### src/qdc_defs.svh
// register offsets, field values and timing counts of the quadrature decoder control block
// Functional notes
// - snap-clear-double task copies double total to snapshot and zeroes it atomically
// - sample-ready flag set on every new motion sample; reads 1 when set
// - report-ready raised after report interval samples when motion total nonzero
// - overflow flag raised when motion or double total would overflow
// - double-step-ready raised after report interval samples when double total nonzero
// - halt-done flag raised once decoder actually stops after a stop request
// - enabled links let report/sample-ready, report-ready, double-step fire snap-clear tasks
// - enabled links let sample, report or double-step events fire the stop task
// - irq enable set: writing 1 enables one of five events; reads enable state
// - irq enable clear: writing 1 disables that event; reads enable state
// - enable field 1 lets decoder own and drive its phase and indicator pins
// - enable field 0 releases the pins to general-purpose use
// - indicator polarity 0 drives LED pin low when lit, 1 drives high
// - sampling interval code 0 is 128 us, each code doubles, code 10 max; the 4-bit field is not clamped and takes codes up to 15
// - a double or illegal transition is reported as sample value 2
// - motion total is 32-bit signed; overflowing samples discarded, overflow flagged
// - report interval codes 0..7 give 10,40..280 samples, code 8 gives one
// - double total saturates at 15; further doubles raise overflow
`ifndef QDC_DEFS_SVH
`define QDC_DEFS_SVH

`define QDC_TASK_START 12'h000
`define QDC_TASK_STOP 12'h004
`define QDC_TASK_CLR_BOTH 12'h008
`define QDC_TASK_CLR_MOTION 12'h00c
`define QDC_TASK_CLR_DOUBLE 12'h010
`define QDC_EV_SAMPLE 12'h100
`define QDC_EV_REPORT 12'h104
`define QDC_EV_OVERFLOW 12'h108
`define QDC_EV_DOUBLE 12'h10c
`define QDC_EV_HALT 12'h110
`define QDC_LINKS 12'h200
`define QDC_IRQ_SET 12'h304
`define QDC_IRQ_CLR 12'h308
`define QDC_ENABLE 12'h500
`define QDC_POLARITY 12'h504
`define QDC_SAMPLING 12'h508
`define QDC_SAMPLE 12'h50c
`define QDC_REPORT 12'h510
`define QDC_MOTION 12'h514
`define QDC_MOTION_SNAP 12'h518
`define QDC_DOUBLE 12'h544
`define QDC_DOUBLE_SNAP 12'h548

`define QDC_NUM_EVENTS 5
`define QDC_NUM_LINKS 7
`define QDC_LINK_RPT_BOTH 0
`define QDC_LINK_SMP_STOP 1
`define QDC_LINK_RPT_MOTION 2
`define QDC_LINK_RPT_STOP 3
`define QDC_LINK_DBL_DOUBLE 4
`define QDC_LINK_DBL_STOP 5
`define QDC_LINK_SMP_BOTH 6

`define QDC_SAMPLING_MAX 4'ha
`define QDC_REPORT_SINGLE_CODE 4'h8
`define QDC_REPORT_FIRST 9'h00a
`define QDC_REPORT_STEP 9'h028
`define QDC_REPORT_SINGLE 9'h001
`define QDC_DOUBLE_MAX 4'hf
`define QDC_SAMPLE_DOUBLE 32'h00000002
`define QDC_SAMPLE_FWD 32'h00000001
`define QDC_SAMPLE_REV 32'hffffffff

`define QDC_CLK_PERIOD_NS 25
`define QDC_SAMPLE_BASE_NS 128000
`define QDC_SAMPLE_BASE_CYCLES (`QDC_SAMPLE_BASE_NS / `QDC_CLK_PERIOD_NS)

`define QDC_RESP_OKAY 2'b00
`define QDC_RESP_SLVERR 2'b10

`endif

### src/qdc_pkg.sv
// types shared by the quadrature decoder control block
package qdc_pkg;
    typedef enum logic [2:0] {
        QDC_EVT_SAMPLE,
        QDC_EVT_REPORT,
        QDC_EVT_OVERFLOW,
        QDC_EVT_DOUBLE,
        QDC_EVT_HALT
    } qdc_event_t;
endpackage

### src/qdc_top.sv
// quadrature decoder control: axi4-lite registers, sampler, totals, events, links
`timescale 1ns/1ps
`include "qdc_defs.svh"
`default_nettype none
module qdc_top
    import qdc_pkg::*;
#(
    parameter int BASE_CYCLES = `QDC_SAMPLE_BASE_CYCLES
)
(
    input wire logic aclk,
    input wire logic aresetn,
    input wire logic [11:0] awaddr,
    input wire logic awvalid,
    output logic awready,
    input wire logic [31:0] wdata,
    input wire logic [3:0] wstrb,
    input wire logic wvalid,
    output logic wready,
    output logic [1:0] bresp,
    output logic bvalid,
    input wire logic bready,
    input wire logic [11:0] araddr,
    input wire logic arvalid,
    output logic arready,
    output logic [31:0] rdata,
    output logic [1:0] rresp,
    output logic rvalid,
    input wire logic rready,
    input wire logic phase_a,
    input wire logic phase_b,
    output logic led_out,
    output logic led_oe,
    output logic pins_claimed,
    output logic irq
);
    localparam int NE = `QDC_NUM_EVENTS;
    localparam int NL = `QDC_NUM_LINKS;

    // axi write side
    logic [11:0] wr_addr;
    logic [31:0] wr_data;
    logic wr_go;
    logic wr_hit;
    assign wr_go = !awready && !wready && !bvalid;

    always_ff @(posedge aclk)
    begin
        if (!aresetn)
        begin
            awready <= 1'b1;
            wready <= 1'b1;
            bvalid <= 1'b0;
            bresp <= `QDC_RESP_OKAY;
            wr_addr <= 12'h000;
            wr_data <= 32'h00000000;
        end
        else
        begin
            if (awvalid && awready)
            begin
                wr_addr <= awaddr;
                awready <= 1'b0;
            end
            if (wvalid && wready)
            begin
                wr_data <= wdata;
                wready <= 1'b0;
            end
            if (wr_go)
            begin
                bvalid <= 1'b1;
                bresp <= wr_hit ? `QDC_RESP_OKAY : `QDC_RESP_SLVERR;
                awready <= 1'b1;
                wready <= 1'b1;
            end
            else if (bvalid && bready)
            begin
                bvalid <= 1'b0;
            end
        end
    end

    function automatic logic is_writable(input logic [11:0] a);
        case ({a[11:2], 2'b00})
            `QDC_TASK_START, `QDC_TASK_STOP, `QDC_TASK_CLR_BOTH, `QDC_TASK_CLR_MOTION,
            `QDC_TASK_CLR_DOUBLE, `QDC_EV_SAMPLE, `QDC_EV_REPORT, `QDC_EV_OVERFLOW,
            `QDC_EV_DOUBLE, `QDC_EV_HALT, `QDC_LINKS, `QDC_IRQ_SET, `QDC_IRQ_CLR,
            `QDC_ENABLE, `QDC_POLARITY, `QDC_SAMPLING, `QDC_REPORT:
                is_writable = 1'b1;
            default:
                is_writable = 1'b0;
        endcase
    endfunction

    assign wr_hit = is_writable(wr_addr);

    logic wr_lane0;
    logic [11:0] wr_word;
    logic [3:0] wstrb_q;
    assign wr_lane0 = wr_go && wstrb_q[0];
    assign wr_word = {wr_addr[11:2], 2'b00};
    always_ff @(posedge aclk)
    begin
        if (!aresetn)
            wstrb_q <= 4'h0;
        else if (wvalid && wready)
            wstrb_q <= wstrb;
    end

    function automatic logic wr_at(input logic [11:0] w, input logic [11:0] off);
        wr_at = (w == off);
    endfunction

    // task pulses act only on a 1 in bit 0
    logic t_start, t_stop, t_both, t_motion, t_double;
    assign t_start = wr_lane0 && wr_at(wr_word, `QDC_TASK_START) && wr_data[0];
    assign t_stop = wr_lane0 && wr_at(wr_word, `QDC_TASK_STOP) && wr_data[0];
    assign t_both = wr_lane0 && wr_at(wr_word, `QDC_TASK_CLR_BOTH) && wr_data[0];
    assign t_motion = wr_lane0 && wr_at(wr_word, `QDC_TASK_CLR_MOTION) && wr_data[0];
    assign t_double = wr_lane0 && wr_at(wr_word, `QDC_TASK_CLR_DOUBLE) && wr_data[0];

    // configuration registers
    logic [NL-1:0] links;
    logic [NE-1:0] irq_en;
    logic enable;
    logic polarity;
    logic [3:0] sampling;
    logic [3:0] report_code;

    always_ff @(posedge aclk)
    begin
        if (!aresetn)
        begin
            links <= '0;
            enable <= 1'b0;
            polarity <= 1'b0;
            sampling <= 4'h0;
            report_code <= 4'h0;
        end
        else if (wr_lane0)
        begin
            if (wr_at(wr_word, `QDC_LINKS))
                links <= wr_data[NL-1:0];
            if (wr_at(wr_word, `QDC_ENABLE))
                enable <= wr_data[0];
            if (wr_at(wr_word, `QDC_POLARITY))
                polarity <= wr_data[0];
            if (wr_at(wr_word, `QDC_SAMPLING))
                sampling <= wr_data[3:0];
            if (wr_at(wr_word, `QDC_REPORT))
                report_code <= wr_data[3:0];
        end
    end

    always_ff @(posedge aclk)
    begin
        if (!aresetn)
            irq_en <= '0;
        else if (wr_lane0 && wr_at(wr_word, `QDC_IRQ_SET))
            irq_en <= irq_en | wr_data[NE-1:0];
        else if (wr_lane0 && wr_at(wr_word, `QDC_IRQ_CLR))
            irq_en <= irq_en & ~wr_data[NE-1:0];
    end

    // phase inputs: three flops, change accepted when second and third agree
    logic [1:0] ab_s1, ab_s2, ab_s3, ab_q;
    always_ff @(posedge aclk)
    begin
        if (!aresetn)
        begin
            ab_s1 <= 2'b00;
            ab_s2 <= 2'b00;
            ab_s3 <= 2'b00;
            ab_q <= 2'b00;
        end
        else
        begin
            ab_s1 <= {phase_a, phase_b};
            ab_s2 <= ab_s1;
            ab_s3 <= ab_s2;
            if (ab_s2 == ab_s3)
                ab_q <= ab_s3;
        end
    end

    // sample period tick
    logic running;
    logic [23:0] tick_cnt;
    logic [23:0] period;
    logic tick;
    assign period = 24'(BASE_CYCLES) << sampling;
    assign tick = enable && running && (tick_cnt >= period - 24'h000001);

    always_ff @(posedge aclk)
    begin
        if (!aresetn)
            tick_cnt <= 24'h000000;
        else if (!enable || !running || tick)
            tick_cnt <= 24'h000000;
        else
            tick_cnt <= tick_cnt + 24'h000001;
    end

    // gray position to step count
    logic [1:0] prev_pos, cur_pos, step;
    logic [31:0] next_sample;
    assign cur_pos = {ab_q[1], ab_q[1] ^ ab_q[0]};
    assign step = cur_pos - prev_pos;

    always_comb
    begin
        case (step)
            2'd0: next_sample = 32'h00000000;
            2'd1: next_sample = `QDC_SAMPLE_FWD;
            2'd3: next_sample = `QDC_SAMPLE_REV;
            default: next_sample = `QDC_SAMPLE_DOUBLE;
        endcase
    end

    logic [31:0] sample_value;
    logic smp_dbl, smp_move;
    assign smp_dbl = (step == 2'd2);
    assign smp_move = step[0];

    always_ff @(posedge aclk)
    begin
        if (!aresetn)
        begin
            prev_pos <= 2'b00;
            sample_value <= 32'h00000000;
        end
        else if (enable && !running)
            prev_pos <= cur_pos;
        else if (tick)
        begin
            prev_pos <= cur_pos;
            sample_value <= next_sample;
        end
    end

    // snap-clear requests from tasks and registered link pulses
    logic lk_both, lk_motion, lk_double, lk_stop;
    logic clr_motion, clr_double;
    assign clr_motion = t_both || t_motion || lk_both || lk_motion;
    assign clr_double = t_both || t_double || lk_both || lk_double;

    // totals
    logic signed [31:0] motion_total, motion_snap;
    logic [3:0] double_total, double_snap;
    logic signed [31:0] motion_base, next_motion;
    logic [3:0] double_base, next_double;
    logic motion_ovf, double_ovf;

    always_comb
    begin
        motion_base = clr_motion ? 32'sh00000000 : motion_total;
        double_base = clr_double ? 4'h0 : double_total;
        next_motion = motion_base;
        next_double = double_base;
        motion_ovf = 1'b0;
        double_ovf = 1'b0;
        if (tick && smp_move)
        begin
            if ((next_sample == `QDC_SAMPLE_FWD && motion_base == 32'sh7fffffff) ||
                (next_sample == `QDC_SAMPLE_REV && motion_base == 32'sh80000000))
                motion_ovf = 1'b1;
            else
                next_motion = motion_base + $signed(next_sample);
        end
        if (tick && smp_dbl)
        begin
            if (double_base == `QDC_DOUBLE_MAX)
                double_ovf = 1'b1;
            else
                next_double = double_base + 4'h1;
        end
    end

    always_ff @(posedge aclk)
    begin
        if (!aresetn)
        begin
            motion_total <= 32'sh00000000;
            double_total <= 4'h0;
            motion_snap <= 32'sh00000000;
            double_snap <= 4'h0;
        end
        else
        begin
            motion_total <= next_motion;
            double_total <= next_double;
            if (clr_motion)
                motion_snap <= motion_total;
            if (clr_double)
                double_snap <= double_total;
        end
    end

    // samples per report
    logic [8:0] report_len, smp_count;
    logic report_due;
    always_comb
    begin
        if (report_code == `QDC_REPORT_SINGLE_CODE)
            report_len = `QDC_REPORT_SINGLE;
        else if (report_code == 4'h0)
            report_len = `QDC_REPORT_FIRST;
        else
            report_len = 9'(`QDC_REPORT_STEP * report_code);
    end
    assign report_due = tick && (smp_count + 9'h001 >= report_len);

    always_ff @(posedge aclk)
    begin
        if (!aresetn)
            smp_count <= 9'h000;
        else if (report_due)
            smp_count <= 9'h000;
        else if (tick)
            smp_count <= smp_count + 9'h001;
    end

    // run control
    logic stop_req, halt_set;
    assign stop_req = t_stop || lk_stop;
    assign halt_set = stop_req && running;

    always_ff @(posedge aclk)
    begin
        if (!aresetn)
            running <= 1'b0;
        else if (stop_req)
            running <= 1'b0;
        else if (t_start)
            running <= 1'b1;
    end

    // event flags, set wins over software write
    logic [NE-1:0] ev, ev_set, ev_wr, ev_val;
    assign ev_set[QDC_EVT_SAMPLE] = tick;
    assign ev_set[QDC_EVT_REPORT] = report_due && (next_motion != 32'sh00000000);
    assign ev_set[QDC_EVT_OVERFLOW] = motion_ovf || double_ovf;
    assign ev_set[QDC_EVT_DOUBLE] = report_due && (next_double != 4'h0);
    assign ev_set[QDC_EVT_HALT] = halt_set;

    always_comb
    begin
        ev_wr = '0;
        ev_val = ev;
        for (int i = 0; i < NE; i++)
        begin
            if (wr_lane0 && wr_word == `QDC_EV_SAMPLE + 12'(4 * i))
            begin
                ev_wr[i] = 1'b1;
                ev_val[i] = wr_data[0];
            end
        end
    end

    always_ff @(posedge aclk)
    begin
        if (!aresetn)
            ev <= '0;
        else
            ev <= ev_set | ev_val;
    end

    // event to task links, one cycle after the event
    always_ff @(posedge aclk)
    begin
        if (!aresetn)
        begin
            lk_both <= 1'b0;
            lk_motion <= 1'b0;
            lk_double <= 1'b0;
            lk_stop <= 1'b0;
        end
        else
        begin
            lk_both <= (ev_set[QDC_EVT_REPORT] && links[`QDC_LINK_RPT_BOTH]) ||
                (ev_set[QDC_EVT_SAMPLE] && links[`QDC_LINK_SMP_BOTH]);
            lk_motion <= ev_set[QDC_EVT_REPORT] && links[`QDC_LINK_RPT_MOTION];
            lk_double <= ev_set[QDC_EVT_DOUBLE] && links[`QDC_LINK_DBL_DOUBLE];
            lk_stop <= (ev_set[QDC_EVT_SAMPLE] && links[`QDC_LINK_SMP_STOP]) ||
                (ev_set[QDC_EVT_REPORT] && links[`QDC_LINK_RPT_STOP]) ||
                (ev_set[QDC_EVT_DOUBLE] && links[`QDC_LINK_DBL_STOP]);
        end
    end

    // pins and interrupt
    always_ff @(posedge aclk)
    begin
        if (!aresetn)
        begin
            led_oe <= 1'b0;
            led_out <= 1'b0;
            pins_claimed <= 1'b0;
            irq <= 1'b0;
        end
        else
        begin
            pins_claimed <= enable;
            led_oe <= enable;
            led_out <= (enable && running) ? polarity : ~polarity;
            irq <= |(ev & irq_en);
        end
    end

    // axi read side
    logic [31:0] rd_mux;
    logic rd_hit;
    always_comb
    begin
        rd_mux = 32'h00000000;
        rd_hit = 1'b1;
        case ({araddr[11:2], 2'b00})
            `QDC_TASK_START, `QDC_TASK_STOP, `QDC_TASK_CLR_BOTH, `QDC_TASK_CLR_MOTION,
            `QDC_TASK_CLR_DOUBLE: rd_mux = 32'h00000000;
            `QDC_EV_SAMPLE: rd_mux = {31'h0, ev[QDC_EVT_SAMPLE]};
            `QDC_EV_REPORT: rd_mux = {31'h0, ev[QDC_EVT_REPORT]};
            `QDC_EV_OVERFLOW: rd_mux = {31'h0, ev[QDC_EVT_OVERFLOW]};
            `QDC_EV_DOUBLE: rd_mux = {31'h0, ev[QDC_EVT_DOUBLE]};
            `QDC_EV_HALT: rd_mux = {31'h0, ev[QDC_EVT_HALT]};
            `QDC_LINKS: rd_mux = {25'h0, links};
            `QDC_IRQ_SET, `QDC_IRQ_CLR: rd_mux = {27'h0, irq_en};
            `QDC_ENABLE: rd_mux = {31'h0, enable};
            `QDC_POLARITY: rd_mux = {31'h0, polarity};
            `QDC_SAMPLING: rd_mux = {28'h0, sampling};
            `QDC_SAMPLE: rd_mux = sample_value;
            `QDC_REPORT: rd_mux = {28'h0, report_code};
            `QDC_MOTION: rd_mux = motion_total;
            `QDC_MOTION_SNAP: rd_mux = motion_snap;
            `QDC_DOUBLE: rd_mux = {28'h0, double_total};
            `QDC_DOUBLE_SNAP: rd_mux = {28'h0, double_snap};
            default: rd_hit = 1'b0;
        endcase
    end

    always_ff @(posedge aclk)
    begin
        if (!aresetn)
        begin
            arready <= 1'b1;
            rvalid <= 1'b0;
            rdata <= 32'h00000000;
            rresp <= `QDC_RESP_OKAY;
        end
        else if (arvalid && arready)
        begin
            arready <= 1'b0;
            rvalid <= 1'b1;
            rdata <= rd_mux;
            rresp <= rd_hit ? `QDC_RESP_OKAY : `QDC_RESP_SLVERR;
        end
        else if (rvalid && rready)
        begin
            rvalid <= 1'b0;
            arready <= 1'b1;
        end
    end
endmodule
`default_nettype wire

### config.mk
export PLATFORM = sky130hd
export DESIGN_NAME = qdc_top
export DESIGN_NICKNAME = d
export VERILOG_FILES = /design/src/qdc_pkg.sv /design/src/qdc_top.sv
export VERILOG_INCLUDE_DIRS = /design/src /design/src/src
export SDC_FILE = /design/constraint.sdc
export NUM_CORES = 1
export LEC_CHECK = 0
export BUFFER_PORTS_ARGS = -buffer_cell sky130_fd_sc_hd__buf_2
export CAP_MARGIN = 0
export CORE_MARGIN = 2
export CORE_UTILIZATION = 45
export DETAILED_ROUTE_END_ITERATION = 12
export PLACE_DENSITY = 0.69
export SYNTH_ARGS = -nofsm -noshare
export SYNTH_HDL_FRONTEND = slang
export SYNTH_SLANG_ARGS = --single-unit
export TNS_END_PERCENT = 30
### constraint.sdc
create_clock -name aclk -period 6.2 [get_ports aclk]
set_input_delay 1.24 -clock aclk [delete_from_list [all_inputs] [get_ports aclk]]
set_output_delay 1.24 -clock aclk [all_outputs]
set_load 0.02 [all_outputs]
# [After elaboration in Yosys (flattened, before gate mapping)]
# Cells that the tools add are included.
[word_totals] reg_bits=243 input_bits=69 out_inout_bits=45 elab_cells=225
[op_classes] n_addsub=6 n_mul=1 magnitude_cmp=2 n_eq_ne=47 shift=1 muxes=34 n_bitwise=9 reduce_logical=87
[ops] op="32-bit one-hot mux with 16 select lines" count=1
[ops] op="10-bit by 9-bit equality test with 1-bit output, second input constant" count=13
[ops] op="10-bit by 7-bit equality test with 1-bit output, second input constant" count=10
[ops] op="32-bit equality test, second input constant" count=3
[ops] op="32-bit 2-to-1 mux" count=3
[ops] op="32-bit one-hot mux with 3 select lines" count=1
[ops] op="10-bit by 8-bit equality test with 1-bit output, second input constant" count=6
[ops] op="1-bit logical AND" count=43
[ops] op="10-bit by 2-bit equality test with 1-bit output, second input constant" count=4
[ops] op="32-bit adder" count=1
[ops] op="32-bit by 1-bit equality test with 1-bit output, second input constant" count=1
[ops] op="32-bit nonzero test" count=1
[ops] op="24-bit by 1-bit adder with 24-bit output, second input constant" count=1
[ops] op="24-bit greater-or-equal comparator" count=1
[ops] op="13-bit by 4-bit left shift with 24-bit output, first input constant" count=1
[ops] op="24-bit by 1-bit subtractor with 24-bit output, second input constant" count=1
[ops] op="22-bit OR reduction" count=1
[ops] op="10-bit by 1-bit equality test with 1-bit output, second input constant" count=2
[ops] op="10-bit by 3-bit equality test with 1-bit output, second input constant" count=2
[ops] op="10-bit zero test" count=2
[ops] op="1-bit 2-to-1 mux" count=18
[ops] op="9-bit 2-to-1 mux" count=2
[ops] op="17-bit OR reduction" count=1
[ops] op="1-bit logical OR" count=14
[ops] op="26 further kinds" count=54

# [Longest topological paths before layout]
# Gate-level depths: netlist of run 1.
[depth] word_depth=20 depth_mapped=26 mapped_depth_nobuf=20

# [Least setup slack after synthesis of run 1]
# OpenSTA, ideal clock, no wires.
[synth_timing] path_type="register -> register" startpoint="register awready" endpoint="register lk_both" setup_ns=0.117 arrival_time_ns=5.186 required_ns=6.083 path_slack_ns=0.897 stages_incl_launch_ff=24 path_buffers=6 period_less_slack_ns=5.303 path_cell_list="dfxtp_1 nor4b_4 and4_1 buf_4 nor2_4 buf_2 buf_1 buf_1 clkbuf_1 nand2_1 xnor2_1 ha_1 nand2_1 and3_1 clkbuf_1 o221a_2 a211oi_1 o21bai_1 a2111o_1 a2111oi_1 nand4_1 nor4_4 nand2_1 a32o_1"
[synth_via] elab_chain_len=19 word_cells_on_any_way=24 cone_classes="1 x add/sub; 2 x eq/ne; 3 x mux; 18 x reduce/logical"
[synth_rtl] item="start, declared" line="qdc_top.sv:15" text="output logic awready,"
[synth_rtl] item="start signal, assigned" line="qdc_top.sv:51" text="awready <= 1'b1;"
[synth_rtl] item="start signal, assigned" line="qdc_top.sv:63" text="awready <= 1'b0;"
[synth_rtl] item="start signal, assigned" line="qdc_top.sv:74" text="awready <= 1'b1;"
[synth_rtl] item="1-bit zero test (*)" line="qdc_top.sv:45" text="assign wr_go = !awready && !wready && !bvalid;"
[synth_rtl] item="1-bit logical AND (*) (2 in series)" line="qdc_top.sv:45"
[synth_rtl] item="1-bit logical AND (*)" line="qdc_top.sv:101" text="assign wr_lane0 = wr_go && wstrb_q[0];"
[synth_rtl] item="1-bit logical AND (on tied branches) (2 in series)" line="qdc_top.sv:119, qdc_top.sv:120"
[synth_rtl] item="1-bit logical OR (*) (3 in series)" line="qdc_top.sv:245" text="assign clr_motion = t_both || t_motion || lk_both || lk_motion;"
[synth_rtl] item="32-bit 2-to-1 mux (*)" line="qdc_top.sv:257" text="motion_base = clr_motion ? 32'sh00000000 : motion_total;"
[synth_rtl] item="branches (longest 4 deep; another with 32-bit adder)"
[synth_rtl] item="32-bit 2-to-1 mux (*)" line="qdc_top.sv:263" text="if (tick && smp_move)"
[synth_rtl] item="32-bit nonzero test (*)" line="qdc_top.sv:342" text="assign ev_set[QDC_EVT_REPORT] = report_due && (next_motion != 32'sh00000000);"
[synth_rtl] item="1-bit logical AND (*)" line="qdc_top.sv:342"
[synth_rtl] item="1-bit logical AND (*)" line="qdc_top.sv:381" text="lk_both <= (ev_set[QDC_EVT_REPORT] && links[`QDC_LINK_RPT_BOTH]) ||"
[synth_rtl] item="1-bit logical OR (*)" line="qdc_top.sv:381"
[synth_rtl] item="end signal, assigned" line="qdc_top.sv:381"
[synth_rtl] item="end, declared" line="qdc_top.sv:243" text="logic lk_both, lk_motion, lk_double, lk_stop;"
# Every way passes the cells marked *.
# A chain may end at the register's enable or synchronous reset.

# [Final worst setup path of run 1]
[layout_timing] startpoint="register sampling[1]" endpoint="register lk_both"
[layout_via] elab_chain_len=10 word_cells_on_any_way=12 cone_classes="1 x add/sub; 1 x order compare; 1 x shift; 1 x mux; 8 x reduce/logical"
[layout_rtl] item="start, declared" line="qdc_top.sv:128" text="logic [3:0] sampling;"
[layout_rtl] item="start signal, assigned" line="qdc_top.sv:150" text="sampling <= wr_data[3:0];"
[layout_rtl] item="13-bit by 4-bit left shift with 24-bit output (*)" line="qdc_top.sv:192" text="assign period = 24'(BASE_CYCLES) << sampling;"
[layout_rtl] item="24-bit by 1-bit subtractor with 24-bit output (*)" line="qdc_top.sv:193" text="assign tick = enable && running && (tick_cnt >= period - 24'h000001);"
[layout_rtl] item="24-bit greater-or-equal comparator (*)" line="qdc_top.sv:193"
[layout_rtl] item="1-bit logical AND (*)" line="qdc_top.sv:193"
[layout_rtl] item="1-bit logical AND" line="qdc_top.sv:263"
[layout_rtl] item="32-bit 2-to-1 mux" line="qdc_top.sv:263"
[layout_rtl] item="32-bit nonzero test" line="qdc_top.sv:342"
[layout_rtl] item="1-bit logical AND" line="qdc_top.sv:342"
[layout_rtl] item="1-bit logical AND" line="qdc_top.sv:381"
[layout_rtl] item="1-bit logical OR (*)" line="qdc_top.sv:381"
# Mark *: on every way between the ends. The rest lies on a longest branch, timed or not.

==> reports/results.txt, run 1 <==
The run gives 80 as the maximum number of pins on one net before global-route repair. The final routed wirelength across all metal layers was 37.2 mm. The arrival time of the worst setup path is 6120 ps. The worst hold margin is 431 ps. The area fraction of the dominant cell type after synthesis came out at 32.9%.

The maximum buffer depth of the clock tree is 3. Setup violations remaining at the end of the flow were counted as 0. Buffers inserted to repair hold after CTS numbered 0. The run gives 2054 as the placed instance count. Setup repair after global routing left no endpoint under its margin.

Category of the most critical setup path: reg -> reg. The top fanout value on the critical path is 13, and the maximum frequency from static timing analysis is 175 MHz. The chip width was 172 µm.

After synthesis, the cell types taking the most area are dfxtp_1 (33%), a21oi_1 (8.0%), nand2_1 (7.1%), nor2_1 (5.7%), ha_1 (3.8%). The wire length of the first global-routing pass is 59.9 mm, and the number of buffers inserted by port buffering is 79. The share of synthesized registers carrying an async set or reset came out at 0%.

In this run the static leakage power is 5.40 nW. The post-route clock period utilization is 92.0%, and the pin slew with the least headroom to its limit is 1190 ps. Once the clock tree was built, the resizer swapped 0 gates to a different size.

For the setup slack of the worst register-to-register path, the log shows 500 ps. The initial utilization of the core area, before any placement, comes to 45.8%. STA classifies the critical path startpoint as a flip-flop.

The clock root buffer master was clkbuf_16. For the finished layout, the period the worst path requires is 5700 ps. The number of enable-type register cells in the synthesized netlist works out to 0. The number of hold violations in the final report was 0; the number of nets in the final layout was 1811. In the final routed layout, each cell accounts on average for 17.7 µm.

Summed over all layers, the global routing overflow is 0. Number of top-level design ports: 114. Counting flops and latches in the post-synthesis netlist gives 210. The mapped netlist covers 12800 µm². In this run the power density over the cells is 216 nW/µm².

For this design, the slowest cell found on the critical path is a211oi_4. The path class of the tightest hold or removal check is reg -> reg. Of the total power, the share spent switching nets is 23.0%. The post-synthesis cell count is 1689. The sequential group share of total power was 45.0%; the clock sink count was 210.

Leaving out fill and tap cells, the most frequent cell in the layout is nand2_1. The largest area contributor in the netlist was dfxtp_1. The run gives 24.8% as the total routing usage reported by global routing. The placed wire-length estimate after detailed placement is 26.0 mm.

In the synthesized netlist the dominant register cell turns out to be dfxtp_1. During synthesis, Yosys emitted a total of 0 warnings. Relative to the synthesized area, the layout overhead comes to 11.6%. The run finished with clean final reports. Row generation in the floorplan step produced 61 rows. The logs give 8 for the detailed-routing iteration count for the pre-antenna-repair pass and 0 for the number of maximum-capacitance constraint violations. The logs give 6620 ps for the critical path required time and 0 for the residual DRC count. The number of buffers inserted by post-CTS setup repair was 0. The top cell types in the final layout, fill and taps aside, are nand2_1 (240), dfxtp_1 (210), a21oi_1 (203). The H-tree depth was 1. The sequential element share of the synthesized area was 32.9%. The post-route setup TNS is 0 ps.

In the final layout, the share of cells above drive strength 1 is 12.0%. In this run, CTS created clock tree buffers numbering 24. The number of global-route vias before repair came out at 11476.

The final number of max-transition violations was 0; the net load switching power was 708 µW. The floorplan die height was 172 µm. For the number of antenna violations at the first check in global routing, the log shows 0.

Combinational logic is responsible for 4.3% of the overall power. On the final layout, the worst clock skew is 16.1 ps. The tools report the area of the die as 29700 µm². The area of the core is 27900 µm², and the largest stage delay on the critical path is 630 ps. A synthesized cell averages 7.56 µm². Of the total power, the clock network draws 50.6%. The worst relative slew slack is 20.7%, and the per-cell via count in the routed design is 5.99. The detailed router finished its first iteration with 1219 violations. Clock-pin slew was measured on the worst setup and hold paths at 60 ps.

Walking the worst path, the cells encountered are nor2b_1, nand2_1, ha_1, o21ai_0, a21oi_1, a21oi_1, ha_1, nand3_1, nor4_1, o31a_1, o2111ai_2, buf_4, a211oi_4, o21ai_1, xor2_1, a2111oi_0, nand4_1, nor4_4, nand2_1, a32o_1. For the antenna violation net count after detailed routing, the log shows 0. For the internal cell power, the log shows 2.37 mW. IR analysis of the VDD net gives a maximum drop of 246 µV. The repair_antennas step left the layout with diodes totalling 0. The tools report the final instance count without filler cells as 2098.

The vias after detailed routing came out at 12575. The number of distinct standard cells referenced by the synthesized netlist is 98. TritonCTS built the clock tree. The logs give 530 ps for the insertion delay of the later-clocked pin in the worst-skew pair and 0.965 for the final RePlAce weighted congestion. STA classifies the critical path endpoint as a flip-flop.
==> flip-flops by register name (all words and copies together), names as in the netlist, 7 cells and up, named ones only <==
register and count:
tick_cnt 24, motion_snap 32, wr_addr 10, motion_total 32, links 7, wr_data 7
smp_count 9, rdata 32
==> layout make-up <==
class                           instances  area [µm²]
Inverter                               32         123
Tap cell                              378         473
Timing Repair Buffer                  115         666
Clock buffer                           27         642
Sequential cell                       210        4200
Multi-Input combinational cell       1319        7910
Fill cell                            2704       13600
Clock inverter                         17         236
==> per-stage QoR <==
stage	util (%)	power (mW)	setup slack, ps	area [µm²]
floorplan	-	1.50	897	12800
global placement	48.0	1.54	679	13400
detailed placement	48.0	1.55	606	13400
CTS	51.1	3.11	579	14200
global route	51.1	3.18	117	14200
finish	51.1	3.07	498	14200
==> cells by family after synthesis <==
logic type               after synthesis  synth area share [%]
other                                  1                0.0294
XOR/XNOR                              68                  4.90
multiplexers                          34                  2.72
AND/OR/NAND/NOR                      728                  27.5
adder cells (fa/ha/maj)               41                  4.06
AO/OA/AOI/OAI                        446                  22.6
flip-flops                           210                  32.9
buffers and inverters                161                  5.31
==> path summary, 6_finish.rpt <==
kind / from / to / cells past startpoint
min reg2reg: ab_s1[0] / ab_s2[0] / 1
max: sampling[1] / lk_both / 20
min: ab_s1[0] / ab_s2[0] / 1
max reg2reg: sampling[1] / lk_both / 20
==> critical path, delay by kind of cell (launching register included) <==
kind | cells | cell delay, ps
buffers and inverters | 1 | 220
adders and majority gates | 2 | 740
DFF | 1 | 550
AOI/OAI and AO/OA | 9 | 2350
xor gates and xnor gates | 1 | 210
and+or+nand+nor | 7 | 1520
==> routing by layer <==
metal	vias to the layer above	GRT usage [%]	share of wire (%)	wire length [µm]
li1	6098	-	-	-
met1	5895	36.3	46	17100
met2	507	37.7	43	16000
met3	75	3.16	8.1	3010
met4	0	7.96	2.9	1100
met5	-	0	0	0
==> power groups by stage <==
stage          sequential (mW)  combinational, mW  clock (mW)
6_report                  1.38              0.133        1.56
5_1_grt                   1.39              0.148        1.65
4_1_cts                   1.38              0.132        1.59
3_5_place_dp              1.41              0.132           0
3_3_place_gp              1.41              0.131           0
2_1_floorplan             1.41             0.0948           0
==> cells in the mapped netlist (5+ instances only) <==
library cell / instances
xor2_1: 29
nand4_1: 30
nand2_1: 240
a21oi_1: 203
nor3_1: 28
and2_1: 23
o31ai_1: 7
dfxtp_1: 210
or2_2: 8
a21o_1: 9
or3_1: 14
buf_4: 5
inv_1: 30
buf_6: 5
ha_1: 39
o21ai_0: 50
o21a_1: 7
a31oi_1: 20
a221oi_1: 6
nand3_1: 72
a222oi_1: 6
and4_1: 6
nor2_1: 194
a31o_2: 5
a211o_1: 5
a211oi_1: 9
o31a_1: 5
nand2b_1: 12
o21bai_1: 6
mux2i_1: 30
buf_1: 12
clkbuf_1: 93
buf_2: 14
and3_1: 31
or4_1: 10
o21ai_1: 5
a22oi_1: 38
nor4b_1: 7
xnor2_1: 37
o211ai_1: 5
nor4_1: 21
nor2b_1: 8
(Power assumes the default switching activity.)
==> run 2: changes to the inputs <==
--- a/config.mk
+++ b/config.mk
@@ -11,7 +11,7 @@
 export CORE_MARGIN = 2
 export CORE_UTILIZATION = 45
 export DETAILED_ROUTE_END_ITERATION = 12
-export PLACE_DENSITY = 0.69
+export PLACE_DENSITY = 0.66
 export SYNTH_ARGS = -nofsm -noshare
 export SYNTH_HDL_FRONTEND = slang
 export SYNTH_SLANG_ARGS = --single-unit
==> run 2 against run 1 <==
Against the previous run:
- final cell count is essentially flat
- count of clock-buffer cells in the layout grew 13
- sequential power is essentially flat
- total power shrank 4.9%
- clock skew shrank 5.6 ps
- largest cell class unchanged
- first-iteration DRC count shrank 2.4%
- setup slack gained 50 ps
- sequential share of layout area grew 0.24 points
- die area is the same
- routed wire length grew 1.7%
- clock power shrank 9.6%
==> reports/results.txt, run 2 (synthesized netlist as in run 1, its figures left out) <==
For the global-route track usage on met3, the log shows 3.09% (was 3.16%). The logs give 548 ps (was 498 ps) for the worst setup slack after layout and 177 MHz (was 175 MHz) for the maximum frequency from static timing analysis. Chip width: 172 µm (unchanged). Commonest non-fill, non-tap cells in the layout: nand2_1 (240), dfxtp_1 (210), a21oi_1 (203) (unchanged). The post-route setup TNS came out at 0 ps (unchanged). The multi-input logic area is 7910 µm² (unchanged), and the final cell area excluding filler cells is 14100 µm² (was 14200 µm²). The floorplan die height was 172 µm (unchanged).

The number of buffers inserted by port buffering was 79 (unchanged). The antenna diode instance count is 0 (unchanged), and the maximum buffer depth of the clock tree is 3 (unchanged). The global routing met1 resource utilization came out at 36.9% (was 36.3%). Category of the most critical setup path: reg -> reg (unchanged). The largest stage delay on the critical path is 710 ps (was 630 ps). The run finished with clean final reports.

The area of the core is 27900 µm² (unchanged). The run gives 2.93 mW (was 3.07 mW) as the post-route total power. The worst setup timing slack at the placement stage is 719 ps (was 606 ps), and the number of hold-repair buffers added at the cts stage is 0 (unchanged).

The vias after detailed routing came out at 12635 (was 12575). The run gives 0.966 (was 0.965) as the final RePlAce weighted congestion. Clock root buffer master: clkbuf_16 (unchanged). The worst clock skew is 10.5 ps (was 16.1 ps), and the area overhead of the layout relative to synthesis is 10.7% (was 11.6%). The run gives 25.2% (was 24.8%) as the total routing usage reported by global routing.

The areal power density over the cells is 207 nW/µm² (was 216 nW/µm²). The utilization of the core after routing came out at 50.7% (was 51.1%). The tools report the nature of the critical path startpoint as a flip-flop (unchanged). Cell family contributing the most delay on the critical path: compound AO/OA/AOI/OAI gates (unchanged). The number of cells upsized or downsized after cts was 0 (unchanged). The run gives 0 (unchanged) as the final number of max-transition violations.

Highest-delay cell along the critical path: a211oi_4 (unchanged). For the maximum number of pins on one net before global-route repair, the log shows 85 (was 80). The logs give 0 (unchanged) for the final setup violation count and 11609 (was 11476) for the number of global-route vias before repair. The logs give 0 (unchanged) for the number of antenna violations at the first check in global routing and 114 (unchanged) for the number of top-level design ports. Setup repair after global routing left no endpoint under its margin. The tools report the endpoint kind of the worst setup timing path as a flip-flop (unchanged). The final period demand of the worst path is 5650 ps (was 5700 ps). The final routed wirelength across all metal layers came out at 37.8 mm (was 37.2 mm). The number of buffers inserted by post-CTS setup repair was 0 (unchanged). The pin slew with the least headroom to its limit is 1340 ps (was 1190 ps), and the clock sink count is 210 (unchanged).

The H-tree depth came out at 1 (unchanged). Worst min-delay path category: reg -> reg (unchanged). The run gives 25 (was 24) as the total clock buffers created by CTS. Critical Path, Cell by Cell: buf_4, nor2_1, nand2_1, ha_1, o21ai_0, a21oi_1, a21oi_1, ha_1, nand3_1, nor4_1, o31a_1, o2111ai_2, a211oi_4, o21ai_1, xor2_1, a2111oi_0, nand4_1, nor4_4, nand2_1, a32o_1 (was nor2b_1, nand2_1, ha_1, o21ai_0, a21oi_1, a21oi_1, ha_1, nand3_1, nor4_1, o31a_1, o2111ai_2, buf_4, a211oi_4, o21ai_1, xor2_1, a2111oi_0, nand4_1, nor4_4, nand2_1, a32o_1).

The detailed-routing iteration count for the pre-antenna-repair pass was 7 (was 8). For the starting utilization of the core area, the log shows 45.8% (unchanged). Regs by FF count: motion_snap: 32 flops, motion_total: 32 flops, rdata: 32 flops (unchanged). The most utilized layer in the global route result is met2 (unchanged). The run gives 230 µV (was 246 µV) as the largest vdd supply drop. TritonCTS built the clock tree. Arrival time of the worst setup path: 6080 ps (was 6120 ps).

The number of hold violations in the final report was 0 (unchanged); the detailed-route wire length per cell was 18.0 µm (was 17.7 µm). The most common cell after layout, fill and taps aside is nand2_1 (unchanged). The total global routing overflow was 0 (unchanged).

The area of the die is 29700 µm² (unchanged). The top fanout value on the critical path is 13 (unchanged), and the static leakage is 5.32 nW (was 5.40 nW). The worst relative slew slack came out at 9.62% (was 20.7%). The total placed instance area came out at 13400 µm² (about the same).

The logs give 61 (unchanged) for the number of rows created at floorplan and 26.5 mm (was 26.0 mm) for the placed wire-length estimate after detailed placement. The logs give 1190 (was 1219) for the first-iteration detailed-routing DRC count and 540 ps (was 530 ps) for the insertion delay of the later-clocked pin in the worst-skew pair. The met2 track utilization from global routing came out at 38.6% (was 37.7%).

The antenna violation net count after detailed routing is 0 (unchanged). The post-route clock period utilization is 91.2% (was 92.0%), and the number of nets in the final layout is 1810 (was 1811). The critical path required time is 6620 ps (about the same). Wire length of the first global-routing pass: 60.8 mm (was 59.9 mm). The per-cell via count in the routed design came out at 6.03 (was 5.99). The number of buffer and inverter stages on the critical path is 1 (unchanged), and the residual DRC count is 0 (unchanged). Number of maximum-capacitance constraint violations: 0 (unchanged). Number of filler cells placed in the layout: 2760 (was 2704). The share of post-route cells with drive strength above 1 is 11.2% (was 12.0%). The clock transition at the registers of the reported paths is 60 ps (about the same), and the area taken by flip-flops and latches is 4200 µm² (unchanged).
==> run 2: cell types whose count changed in the layout (fill, tap and decap cells not counted), moves of 2 or more <==
cell        previous run  this run
clkinv_2               7         0
clkbuf_1               0        12
clkinv_4               3         0
buf_4                 36        34
bufinv_16              5         1
clkinvlp_4             0         2
==> run 2: where the power goes <==
| group | internal, mW | total [mW] | switching [mW] |
|---|---|---|---|
| Clock | 0.828 | 1.41 | 0.578 |
| Combinational | 0.0454 | 0.135 | 0.0894 |
| Sequential | 1.36 | 1.39 | 0.0217 |
==> run 2: worst paths after layout <==
kind / from / to / slack (ps) / depth (start not counted)
hold reg to reg: lk_stop / running / 420 / 1
hold / removal: lk_stop / running / 420 / 1
setup reg to reg: sampling[0] / lk_both / 550 / 20
setup / recovery: sampling[0] / lk_both / 550 / 20
==> run 2: through the flow <==
step	instances	hold WS, ps
final	2096	424
after global routing	2096	460
after CTS	2096	430
after detailed placement	2052	422
after global placement	2052	412
after floorplan	1690	400
==> run 2: layout make-up <==
type / count / share of cell area (%)
flip-flops and latches: 210 / 29.7
clock inverters: 4 / 0.460
multi-input cells: 1319 / 55.9
repair buffers: 113 / 4.60
inverters: 32 / 0.868
clock buffers: 40 / 5.04
well taps: 378 / 3.35
==> run 2: metal layers <==
metal | part of all wire, % | vias to the layer above
met5 | 0 | -
met4 | 3.2 | 0
met3 | 8.3 | 93
met2 | 43 | 542
met1 | 46 | 5931
li1 | - | 6069
